## src/design/mhr_pkg.sv

```systemverilog
// constants and register map of the holding register read handler
package mhr_pkg;

    // ************************************************************
    // function codes and exception codes
    // ************************************************************
    localparam logic [7:0] FC_READ      = 8'h03;
    localparam logic [7:0] FC_WRITE     = 8'h10;
    localparam logic [7:0] FC_READWRITE = 8'h17;
    localparam logic [7:0] FC_EXC_FLAG  = 8'h80;
    localparam logic [7:0] EXC_BAD_FUNC = 8'h01;
    localparam logic [7:0] EXC_BAD_ADDR = 8'h02;
    localparam logic [7:0] EXC_BAD_DATA = 8'h03;

    // ************************************************************
    // header field values and query limits
    // ************************************************************
    localparam logic [15:0] PROTO_MODBUS = 16'h0000;
    localparam logic [7:0]  UNIT_ZERO    = 8'h00;
    localparam logic [7:0]  UNIT_ALL     = 8'hFF;
    localparam logic [15:0] QUERY_LEN    = 16'h0006;
    localparam logic [15:0] CNT_MIN      = 16'h0001;
    localparam logic [15:0] CNT_MAX      = 16'h007D;
    localparam logic [15:0] RESP_FIXED   = 16'h0003;

    // ************************************************************
    // query and response byte layout
    // ************************************************************
    localparam logic [3:0] QUERY_LAST   = 4'h B;
    localparam int         Q_TID        = 80;
    localparam int         Q_PID        = 64;
    localparam int         Q_LEN        = 48;
    localparam int         Q_UNIT       = 40;
    localparam int         Q_FC         = 32;
    localparam int         Q_START      = 16;
    localparam int         Q_CNT        = 0;
    localparam logic [8:0] TX_TID_HI    = 9'h000;
    localparam logic [8:0] TX_TID_LO    = 9'h001;
    localparam logic [8:0] TX_PID_HI    = 9'h002;
    localparam logic [8:0] TX_PID_LO    = 9'h003;
    localparam logic [8:0] TX_LEN_HI    = 9'h004;
    localparam logic [8:0] TX_LEN_LO    = 9'h005;
    localparam logic [8:0] TX_UNIT      = 9'h006;
    localparam logic [8:0] TX_FC        = 9'h007;
    localparam logic [8:0] TX_COUNT     = 9'h008;
    localparam logic [8:0] TX_HDR_BYTES = 9'h009;

    // ************************************************************
    // monitor register map (read only)
    // ************************************************************
    localparam int          MAP_WORDS   = 28;
    localparam logic [15:0] MAP_FIRST   = 16'h011C;
    localparam logic [15:0] MAP_LAST    = 16'h0137;
    localparam logic [15:0] REG_REMOTE_OUTPUT_BITS      = 16'h011C;
    localparam logic [15:0] REG_SELECTED_OP_NUMBER_ECHO = 16'h011D;
    localparam logic [15:0] REG_FIXED_OUTPUT_BITS       = 16'h011E;
    localparam logic [15:0] REG_CURRENT_ALARM_CODE      = 16'h011F;
    localparam logic [15:0] REG_MEASURED_POSITION_LOW   = 16'h0120;
    localparam logic [15:0] REG_MEASURED_POSITION_HIGH  = 16'h0121;
    localparam logic [15:0] REG_MEASURED_SPEED_LOW      = 16'h0122;
    localparam logic [15:0] REG_MEASURED_SPEED_HIGH     = 16'h0123;
    localparam logic [15:0] REG_TARGET_POSITION_LOW     = 16'h0124;
    localparam logic [15:0] REG_TARGET_POSITION_HIGH    = 16'h0125;
    localparam logic [15:0] REG_LOAD_TORQUE_LEVEL       = 16'h0126;
    localparam logic [15:0] REG_DRIVE_CURRENT_SETTING   = 16'h0127;
    localparam logic [15:0] REG_NOTICE_FLAGS_LOW        = 16'h0128;
    localparam logic [15:0] REG_NOTICE_FLAGS_HIGH       = 16'h0129;
    localparam logic [15:0] REG_RESERVED_WORD           = 16'h012A;
    localparam logic [15:0] REG_PARAMETER_READ_ID_ECHO  = 16'h012B;
    localparam logic [15:0] REG_PARAMETER_ACCESS_STATE  = 16'h012C;
    localparam logic [15:0] REG_PARAMETER_WRITE_ID_ECHO = 16'h012D;
    localparam logic [15:0] REG_PARAMETER_VALUE_LOW     = 16'h012E;
    localparam logic [15:0] REG_PARAMETER_VALUE_HIGH    = 16'h012F;
    localparam logic [15:0] REG_SELECTABLE_WATCH0_LOW   = 16'h0130;
    localparam logic [15:0] REG_SELECTABLE_WATCH0_HIGH  = 16'h0131;
    localparam logic [15:0] REG_SELECTABLE_WATCH1_LOW   = 16'h0132;
    localparam logic [15:0] REG_SELECTABLE_WATCH1_HIGH  = 16'h0133;
    localparam logic [15:0] REG_SELECTABLE_WATCH2_LOW   = 16'h0134;
    localparam logic [15:0] REG_SELECTABLE_WATCH2_HIGH  = 16'h0135;
    localparam logic [15:0] REG_SELECTABLE_WATCH3_LOW   = 16'h0136;
    localparam logic [15:0] REG_SELECTABLE_WATCH3_HIGH  = 16'h0137;

    // ************************************************************
    // handler states
    // ************************************************************
    typedef enum logic [1:0] {
        MHR_IDLE,
        MHR_COLLECT,
        MHR_CHECK,
        MHR_SEND
    } mhr_state_e;

endpackage

```

## src/design/mhr_snap.sv

```systemverilog
// snapshot bank that freezes all monitor words at one instant
`timescale 1ns/1ns
module mhr_snap
    import mhr_pkg::*;
(
    input  wire logic                      clk,
    input  wire logic                      rst_b,
    input  wire logic                      ce,
    input  wire logic                      take,
    input  wire logic [MAP_WORDS*16-1:0]   mon_words,
    output logic      [MAP_WORDS*16-1:0]   snap_words
);

    // ************************************************************
    // one holding flop word per monitor register
    // ************************************************************
    genvar g;
    generate
        for (g = 0; g < MAP_WORDS; g = g + 1) begin : g_word
            // every word loads on the same take pulse
            always_ff @(posedge clk or negedge rst_b) begin
                if (!rst_b) begin
                    snap_words[g*16 +: 16] <= 16'h0000;
                end else if (ce && take) begin
                    snap_words[g*16 +: 16] <= mon_words[g*16 +: 16];
                end
            end
        end
    endgenerate

endmodule

```

## src/design/mhr_pick.sv

```systemverilog
// selects one byte of one frozen monitor word
`timescale 1ns/1ns
module mhr_pick
    import mhr_pkg::*;
(
    input  wire logic [MAP_WORDS*16-1:0]   snap_words,
    input  wire logic [4:0]                word_idx,
    input  wire logic                      upper,
    output logic      [7:0]                byte_out
);

    // ************************************************************
    // word and byte selection
    // ************************************************************
    logic [15:0] word_sel;   // addressed word

    // out-of-map index cannot occur: the range is checked first
    assign word_sel = snap_words[word_idx*16 +: 16];
    // upper byte goes out first, lower byte second
    assign byte_out = upper ? word_sel[15:8] : word_sel[7:0];

endmodule

```

## src/design/mhr_reader.sv

```systemverilog
// read holding registers handler: parse query, build response bytes
//
// Operation
// RULE1: refuse unsupported function codes, never execute them
// RULE2: client reads both 32-bit halves together
// RULE3: return registers ascending from first address
// RULE4: query is 03h, address, count, length 6
// RULE5: byte count equals twice register count
// RULE6: length field counts unit, code, data bytes
// RULE7: echo transaction, protocol, unit; return 03h
// RULE8: each register sent upper byte first
// RULE9: 32-bit quantity: low even, high next
// RULE10: reserved word may read any value
// RULE11: monitor map spans 011Ch through 0137h
// RULE12: register count must be 1 to 125
// RULE13: failed read answers code plus 80h, exception
// RULE14: address outside map gives exception 02h
// RULE15: latch all requested words at one instant
`timescale 1ns/1ns
module mhr_reader
    import mhr_pkg::*;
(
    input  wire logic                      clk,
    input  wire logic                      rst_b,
    input  wire logic                      ce,
    input  wire logic [7:0]                rx_data,
    input  wire logic                      rx_valid,
    input  wire logic                      rx_first,
    output logic                           rx_ready_r,
    output logic      [7:0]                tx_data_r,
    output logic                           tx_valid_r,
    output logic                           tx_last_r,
    input  wire logic                      tx_ready,
    input  wire logic [MAP_WORDS*16-1:0]   mon_words
);

    // ************************************************************
    // state and storage
    // ************************************************************
    mhr_state_e  state_r;          // handler state
    mhr_state_e  state_nxt;        // next handler state
    logic [95:0] query_r;          // query bytes, oldest in the top
    logic [3:0]  rx_cnt_r;         // query bytes taken so far
    logic        exc_r;            // response is an exception
    logic [7:0]  exc_code_r;       // exception code to send
    logic [8:0]  tx_idx_r;         // next response byte index
    logic [8:0]  tx_total_r;       // response bytes in all
    logic        snap_take;        // freeze the monitor words
    logic [MAP_WORDS*16-1:0] snap_words;   // frozen monitor words

    // ************************************************************
    // query fields
    // ************************************************************
    logic [15:0] q_tid;            // transaction identifier
    logic [15:0] q_pid;            // protocol identifier
    logic [15:0] q_len;            // message length field
    logic [7:0]  q_unit;           // unit identifier
    logic [7:0]  q_fc;             // function code
    logic [15:0] q_start;          // first register address
    logic [15:0] q_cnt;            // number of registers

    assign q_tid   = query_r[Q_TID   +: 16];
    assign q_pid   = query_r[Q_PID   +: 16];
    assign q_len   = query_r[Q_LEN   +: 16];
    assign q_unit  = query_r[Q_UNIT  +: 8];
    assign q_fc    = query_r[Q_FC    +: 8];
    assign q_start = query_r[Q_START +: 16];
    assign q_cnt   = query_r[Q_CNT   +: 16];

    // ************************************************************
    // receive side decode
    // ************************************************************
    logic rx_take;                 // a query byte is accepted
    logic rx_done;                 // this byte completes the query

    // bytes are taken only while the handler waits for a query
    assign rx_take = ce && rx_valid && rx_ready_r &&
                     (rx_first || state_r == MHR_COLLECT);
    assign rx_done = rx_take && !rx_first && rx_cnt_r == QUERY_LAST;

    // ************************************************************
    // query checks
    // ************************************************************
    logic        hdr_ok;           // protocol and unit acceptable
    logic        fc_read;          // read holding registers
    logic        fc_elsewhere;     // write or read/write code
    logic        len_ok;           // length field matches a read
    logic        drop;             // discard with no response
    logic        cnt_bad;          // register count out of range
    logic [16:0] end_addr;         // last requested address
    logic        addr_bad;         // a requested address unmapped
    logic [7:0]  exc_code_nxt;     // exception code chosen

    assign hdr_ok = q_pid == PROTO_MODBUS &&
                    (q_unit == UNIT_ZERO || q_unit == UNIT_ALL);
    assign fc_read      = q_fc == FC_READ;
    assign fc_elsewhere = q_fc == FC_WRITE || q_fc == FC_READWRITE;
    // RULE4: read query length
    assign len_ok = q_len == QUERY_LEN;
    // write and read/write queries belong to another handler
    assign drop = !hdr_ok || fc_elsewhere || (fc_read && !len_ok);
    // RULE12: count limits
    assign cnt_bad = q_cnt < CNT_MIN || q_cnt > CNT_MAX;
    // sum is one bit wider so a wrap cannot pass the check
    assign end_addr = {1'b0, q_start} + {1'b0, q_cnt} - 17'h0_0001;
    // RULE11: mapped window
    assign addr_bad = q_start < MAP_FIRST ||
                      end_addr > {1'b0, MAP_LAST};

    // RULE1: unsupported code
    assign exc_code_nxt = !fc_read ? EXC_BAD_FUNC :
                          cnt_bad  ? EXC_BAD_DATA :
                          // RULE14: address exception
                          addr_bad ? EXC_BAD_ADDR : 8'h00;

    // ************************************************************
    // response sizes
    // ************************************************************
    logic [7:0]  byte_cnt;         // data bytes in a normal answer
    logic [15:0] resp_len;         // length field of the response
    logic [8:0]  total_nxt;        // response bytes to send

    // RULE5: byte count
    assign byte_cnt = {q_cnt[6:0], 1'b0};
    // RULE6: length after the field
    assign resp_len = exc_r ? RESP_FIXED
                            : RESP_FIXED + {8'h00, byte_cnt};
    assign total_nxt = (exc_code_nxt != 8'h00) ? TX_HDR_BYTES
                     : TX_HDR_BYTES + {1'b0, byte_cnt};

    // ************************************************************
    // response byte selection
    // ************************************************************
    logic [8:0]  data_off;         // offset into the data bytes
    logic [15:0] word_addr;        // register for this data byte
    logic [15:0] word_rel;         // register relative to map
    logic [7:0]  data_byte;        // byte taken from frozen word
    logic [7:0]  tx_byte;          // byte for index tx_idx_r
    logic        tx_step;          // next byte may be presented
    logic        tx_end;           // all bytes presented

    assign data_off  = tx_idx_r - TX_HDR_BYTES;
    // RULE3: ascending address walk
    assign word_addr = q_start + {8'h00, data_off[8:1]};
    // RULE9: low half at even address
    assign word_rel  = word_addr - MAP_FIRST;

    // RULE8: upper byte on even offset
    mhr_pick u_pick (
        .snap_words (snap_words),
        .word_idx   (word_rel[4:0]),
        .upper      (!data_off[0]),
        .byte_out   (data_byte)
    );

    // RULE7: echoed header fields
    assign tx_byte =
        (tx_idx_r == TX_TID_HI) ? q_tid[15:8]  :
        (tx_idx_r == TX_TID_LO) ? q_tid[7:0]   :
        (tx_idx_r == TX_PID_HI) ? q_pid[15:8]  :
        (tx_idx_r == TX_PID_LO) ? q_pid[7:0]   :
        (tx_idx_r == TX_LEN_HI) ? resp_len[15:8] :
        (tx_idx_r == TX_LEN_LO) ? resp_len[7:0]  :
        (tx_idx_r == TX_UNIT)   ? q_unit       :
        // RULE13: exception function code
        (tx_idx_r == TX_FC)     ? (exc_r ? (q_fc | FC_EXC_FLAG) : q_fc) :
        (tx_idx_r == TX_COUNT)  ? (exc_r ? exc_code_r : byte_cnt) :
        data_byte;

    // a new byte goes out when the slot is empty or being taken
    assign tx_step = ce && state_r == MHR_SEND &&
                     (!tx_valid_r || tx_ready);
    assign tx_end  = tx_idx_r == tx_total_r;

    // ************************************************************
    // snapshot of the monitor words
    // ************************************************************
    // RULE15: one-instant latch
    assign snap_take = state_r == MHR_CHECK && !drop &&
                       exc_code_nxt == 8'h00;

    // RULE10: reserved word passed as is
    mhr_snap u_snap (
        .clk        (clk),
        .rst_b      (rst_b),
        .ce         (ce),
        .take       (snap_take),
        .mon_words  (mon_words),
        .snap_words (snap_words)
    );

    // ************************************************************
    // state machine next state
    // ************************************************************
    always_comb begin
        state_nxt = state_r;
        case (state_r)
            // wait for the first byte of a query
            MHR_IDLE: begin
                if (rx_take) begin
                    state_nxt = MHR_COLLECT;
                end
            end
            // gather the remaining query bytes
            MHR_COLLECT: begin
                if (rx_done) begin
                    state_nxt = MHR_CHECK;
                end
            end
            // judge the query, drop or answer
            MHR_CHECK: begin
                if (drop) begin
                    state_nxt = MHR_IDLE;
                end else begin
                    state_nxt = MHR_SEND;
                end
            end
            // stream the response out
            MHR_SEND: begin
                if (tx_step && tx_end) begin
                    state_nxt = MHR_IDLE;
                end
            end
            default: begin
                state_nxt = MHR_IDLE;
            end
        endcase
    end

    // ************************************************************
    // state register
    // ************************************************************
    always_ff @(posedge clk or negedge rst_b) begin
        if (!rst_b) begin
            state_r <= MHR_IDLE;
        end else if (ce) begin
            state_r <= state_nxt;
        end
    end

    // ************************************************************
    // query capture
    // ************************************************************
    always_ff @(posedge clk or negedge rst_b) begin
        if (!rst_b) begin
            query_r  <= 96'h0;
            rx_cnt_r <= 4'h0;
        end else if (rx_take) begin
            // a first byte always restarts the query
            query_r  <= {query_r[87:0], rx_data};
            rx_cnt_r <= rx_first ? 4'h1 : rx_cnt_r + 4'h1;
        end
    end

    // ************************************************************
    // receive ready: only one query handled at a time
    // ************************************************************
    always_ff @(posedge clk or negedge rst_b) begin
        if (!rst_b) begin
            rx_ready_r <= 1'b1;
        end else if (ce) begin
            rx_ready_r <= state_nxt == MHR_IDLE ||
                          state_nxt == MHR_COLLECT;
        end
    end

    // ************************************************************
    // decision latch
    // ************************************************************
    always_ff @(posedge clk or negedge rst_b) begin
        if (!rst_b) begin
            exc_r      <= 1'b0;
            exc_code_r <= 8'h00;
            tx_total_r <= 9'h000;
        end else if (ce && state_r == MHR_CHECK) begin
            exc_r      <= exc_code_nxt != 8'h00;
            exc_code_r <= exc_code_nxt;
            tx_total_r <= total_nxt;
        end
    end

    // ************************************************************
    // response byte index
    // ************************************************************
    always_ff @(posedge clk or negedge rst_b) begin
        if (!rst_b) begin
            tx_idx_r <= 9'h000;
        end else if (ce && state_r == MHR_CHECK) begin
            tx_idx_r <= 9'h000;
        end else if (tx_step && !tx_end) begin
            tx_idx_r <= tx_idx_r + 9'h001;
        end
    end

    // ************************************************************
    // response byte output
    // ************************************************************
    always_ff @(posedge clk or negedge rst_b) begin
        if (!rst_b) begin
            tx_data_r  <= 8'h00;
            tx_valid_r <= 1'b0;
            tx_last_r  <= 1'b0;
        end else if (tx_step) begin
            // present the next byte, or empty the slot at the end
            tx_data_r  <= tx_end ? 8'h00 : tx_byte;
            tx_valid_r <= !tx_end;
            tx_last_r  <= !tx_end && tx_idx_r == tx_total_r - 9'h001;
        end
    end

endmodule

```

## config.mk

```make
export PLATFORM = sky130hd
export DESIGN_NAME = mhr_reader
export DESIGN_NICKNAME = d
export VERILOG_FILES = /design/src/design/mhr_pkg.sv /design/src/design/mhr_snap.sv /design/src/design/mhr_pick.sv /design/src/design/mhr_reader.sv
export SDC_FILE = /design/constraint.sdc
export NUM_CORES = 1
export LEC_CHECK = 0
export BUFFER_PORTS_ARGS = -buffer_cell sky130_fd_sc_hd__buf_2
export CELL_PAD_IN_SITES_DETAIL_PLACEMENT = 0
export CELL_PAD_IN_SITES_GLOBAL_PLACEMENT = 1
export CORE_MARGIN = 2
export CORE_UTILIZATION = 50
export DETAILED_ROUTE_END_ITERATION = 7
export PLACE_DENSITY = 0.91
export SYNTH_ARGS = -nofsm -noshare
export SYNTH_HDL_FRONTEND = slang
export SYNTH_HIERARCHICAL = 1
export SYNTH_SLANG_ARGS = --single-unit
```

## constraint.sdc

```tcl
create_clock -name clk -period 8.8 [get_ports clk]
set_input_delay 1.32 -clock clk [delete_from_list [all_inputs] [get_ports clk]]
set_output_delay 1.32 -clock clk [all_outputs]
set_load 0.02 [all_outputs]
```

==> reports/results.txt <==
The run finished with clean final reports. The routed layout has 19572 vias. The tools report the utilization after layout as 59.1%. The analysis attributes to cell leakage a power of 16.9 nW. The region available for standard cell placement spans 56600 µm². Clock-pin slew was measured on the worst setup and hold paths at 60 ps. For this block, the routed nets add up to 80900 µm of wire. For this design, the CTS-stage hold fixing added 0 buffers.

Starting density of the core: 50.7%. The maximum number of pins on one net before global-route repair is 197. The end of the worst register-to-register path was tx_data_r[1]$_DFFE_PN0P_. The number of distinct library cells after synthesis was 77; the post-cts gate resize count was 0. The deepest clock path buffer count was 3; the die boundary width was 244 µm. 473 I/O pins were placed. The half-perimeter wire length after placement is 59500 µm, and the register-to-register path setup slack is 2490 ps.

For the pin with the worst max-slew slack, the measured transition is 1030 ps. Post-CTS timing repair inserted 0 buffers for setup. The smallest clock period supported by the final layout is computed as 6310 ps. The run gives 87 as the placement row count.

Compared with the post-synthesis result, the final layout area differs by 16.7%. The clock network latency to the later pin of the worst-skew pair was 650 ps; the number of max-capacitance violations reported was 0. The share of flip-flops with an asynchronous set or reset after synthesis works out to 100%.

By startpoint and endpoint, the worst setup path is classified as reg2reg. In this run the cell area of the synthesized design comes to 28700 µm². Total congestion overflow: 0.

The floorplan step defined a die boundary enclosing 59300 µm². By area the synthesized netlist is led by dfrtp_1 (51%), mux2_2 (20%), mux4_2 (8.2%). The maximum fanout along the worst path is 51.

The number of synthesized flops with an enable pin works out to 0. The number of slew-limit violations in the final report came out at 0. During synthesis, Yosys emitted a total of 6 warnings. The synthesized design contains 582 register bits. The hold path startpoint was tx_data_r[7]$_DFFE_PN0P_.

The worst register-to-register path begins at tx_idx_r[0]$_DFFE_PN0P_. The worst hold path belongs to the class reg2reg. The run gives 0 as the DRC violation count after routing.

STA puts the critical path data required time at 9260 ps. STA classifies the critical path startpoint as a flip-flop. Number of search-and-repair iterations in the first detailed-routing pass: 5.

Timing-limited maximum frequency: 159 MHz. The remaining antenna violation count came out at 0. In the final timing run, aggregate negative setup slack is 0 ps. STA puts the critical path data arrival time at 6770 ps.

Power spread over the standard cell area amounts to 337 nW/µm². The worst register-to-register path has a depth of 18. The logs give 2138 for the number of instances in the synthesized netlist and 0 for the final setup violation count. The first global-routing pass estimated 123000 µm of wire.

The multi-input combinational cells in the finished layout cover a total of 13000 µm². Of the available clock period, the critical path in the final layout requires 71.7%. The largest area contributor in the synthesized netlist is dfrtp_1. In the final layout, flip-flops and latches occupy 14600 µm².

Routability-driven placement finished with a final weighted congestion of 0.904. The H-tree generated during clock tree synthesis spans 2 levels. The number of global-route vias before repair was 20637. The tree is rooted in a clkbuf_16. Setup repair after global routing left no endpoint under its margin. The run gives 55 as the number of antenna violations at the first check in global routing. The number of nets in the layout came out at 3069. For the max-slew headroom at the worst pin, the log shows 31.4%. The predominant post-synthesis flop cell was dfrtp_1.

The count of final hold-check violations was 0. The endpoint of the worst hold path is tx_data_r[7]$_DFFE_PN0P_. During placement, the flow inserted port buffers numbering 472. The per-cell via count in the routed design came out at 5.76.

The clock net in this run drives a total of 582 sinks. The tools report the peak supply drop as 0.517 mV. The register area share after synthesis came out at 50.8%. For the initial detailed-routing violation count, the log shows 1550. The die height was 244 µm. Each instance of the synthesized netlist takes up on average 13.4 µm². The count of cells along the worst hold path is 2, and the global-route usage over all layers is 27.2%. Of the post-synthesis cell area, the dominant cell type holds 50.7%. Between clock sinks in the finished design, the worst skew comes to 53.7 ps. STA classifies the critical path endpoint as a flip-flop. Fill cell instance count of the final layout: 4581. TritonCTS built the clock tree.

The fraction of layout cells with a size suffix above 1 is 47.3%. After detailed routing, the average wire length per cell comes to 23.8 µm. Synthesis produced a netlist with a net count of 2652.

TritonCTS created 61 clock buffers.
worst max-delay path by stage:
stage                            start                        to  slack (ps)  depth (start not counted)
2_1_floorplan  tx_idx_r[2]$_DFFE_PN0P_  tx_data_r[1]$_DFFE_PN0P_        4300                         19
3_3_place_gp   tx_idx_r[0]$_DFFE_PN0P_  tx_data_r[4]$_DFFE_PN0P_        2610                         18
3_5_place_dp   tx_idx_r[0]$_DFFE_PN0P_  tx_data_r[0]$_DFFE_PN0P_        2620                         18
4_1_cts        tx_idx_r[0]$_DFFE_PN0P_  tx_data_r[0]$_DFFE_PN0P_        2580                         18
5_1_grt        tx_idx_r[0]$_DFFE_PN0P_  tx_data_r[0]$_DFFE_PN0P_        2200                         19
6_report       tx_idx_r[0]$_DFFE_PN0P_  tx_data_r[1]$_DFFE_PN0P_        2490                         18
stage by stage:
| stage | setup slack [ps] | cell area, µm² | power (mW) | hold WS [ps] | cells |
|---|---|---|---|---|---|
| 3_5_place_dp | 2620 | 31300 | 8.62 | 471 | 3248 |
| 3_3_place_gp | 2610 | 31300 | 8.55 | 461 | 3248 |
| 6_report | 2490 | 33500 | 11.3 | 476 | 3399 |
| 2_1_floorplan | 4300 | 28700 | 7.05 | 450 | 2138 |
| 4_1_cts | 2580 | 33400 | 11.3 | 484 | 3364 |
| 5_1_grt | 2200 | 33500 | 11.9 | 507 | 3393 |
synth_stat cells, drive strengths merged, types with 4 or more instances:
master and n:
nand2b 11, mux2i 36, nor2 79, a31oi 16
clkbuf 38, nand3 40, a21oi 38, and3 7
a311oi 5, mux4 105, nor4 20, dfrtp 581
buf 95, nor3 27, a211oi 18, o221ai 6
nor2b 8, or3 6, mux2 523, o2111ai 6
o21ai 74, nand2 117, xor2 25, nand4 7
and2 7, or4 4, a22o 6, ha 50
o22ai 8, xnor2 20, inv 80, a22oi 10
o31ai 18
critical path: stages (launching register included):
cell and delay (ps):
dfrtp_1 820, inv_1 190, ha_1 280, xor2_1 150, ha_1 350, ha_4 870
buf_4 590, buf_4 430, mux4_2 390, mux2i_1 360, a22oi_1 140, o21ai_0 160
nor3_1 160, mux2_2 290, mux2_1 300, mux2i_1 180, o21ai_1 100, a21oi_1 200
o41ai_2 90
registers in the layout, summed over array words and instances (netlist names):
register           flops
u_snap/snap_words    448
tx_valid_r             1
state_r                2
rx_ready_r             1
tx_last_r              1
tx_total_r             9
tx_idx_r               9
query_r               96
exc_r                  1
tx_data_r              8
exc_code_r             2
rx_cnt_r               4
kinds of logic after synthesis:
group / Yosys count / share of synthesized area [%]
muxes: 664 / 30.0
DFF: 582 / 50.8
and+or+nand+nor: 346 / 5.77
AOI/OAI and AO/OA: 234 / 5.34
buffers and inverters: 215 / 4.39
adders and majority gates: 52 / 2.32
xor gates and xnor gates: 45 / 1.37
routing by layer:
layer / vias up / track usage (%) / routed length, µm
met1: 9983 / 35.9 / 33000
met3: 169 / 6.96 / 6200
met5: - / 0 / 217
met2: 693 / 43.8 / 38900
met4: 34 / 9.54 / 2650
li1: 8693 / - / -
placed cells by master (no fill, tap or decap), types with 15 or more instances in the layout:
cell       Yosys  routed
nor4_1        18      18
nor2_1        79      79
a21oi_1       38      38
o21ai_0       73      73
nor3_1        27      27
nand3_1       40      40
a211oi_1      15      15
dfrtp_1      581     581
xnor2_1       20      19
a31oi_1       16      16
xor2_1        25      24
clkbuf_1      38      15
clkbuf_16      0      61
mux2_2       522     522
buf_2         25     471
mux4_2       105     105
nand2_1      116     116
diode_2        0      35
inv_1         80      80
ha_1          50      48
o31ai_1       18      18
mux2i_1       36      36
where the power goes:
part | leakage (nW) | switching [mW] | internal [mW]
sequential | 8.03 | 0.234 | 2.86
clock | 1.01 | 1.11 | 1.54
combinational | 7.88 | 3.44 | 2.10
total | 16.9 | 4.78 | 6.50
layout make-up:
| cell class | count | share of cell area, % |
|---|---|---|
| Timing Repair Buffer | 487 | 7.57 |
| Inverter | 82 | 0.920 |
| Multi-Input combinational cell | 1341 | 38.7 |
| Tap cell | 756 | 2.83 |
| Antenna cell | 35 | 0.262 |
| Sequential cell | 582 | 43.5 |
| Clock inverter | 27 | 0.942 |
| Clock buffer | 89 | 5.26 |
No activity file was read; power rests on OpenSTA's default activity.
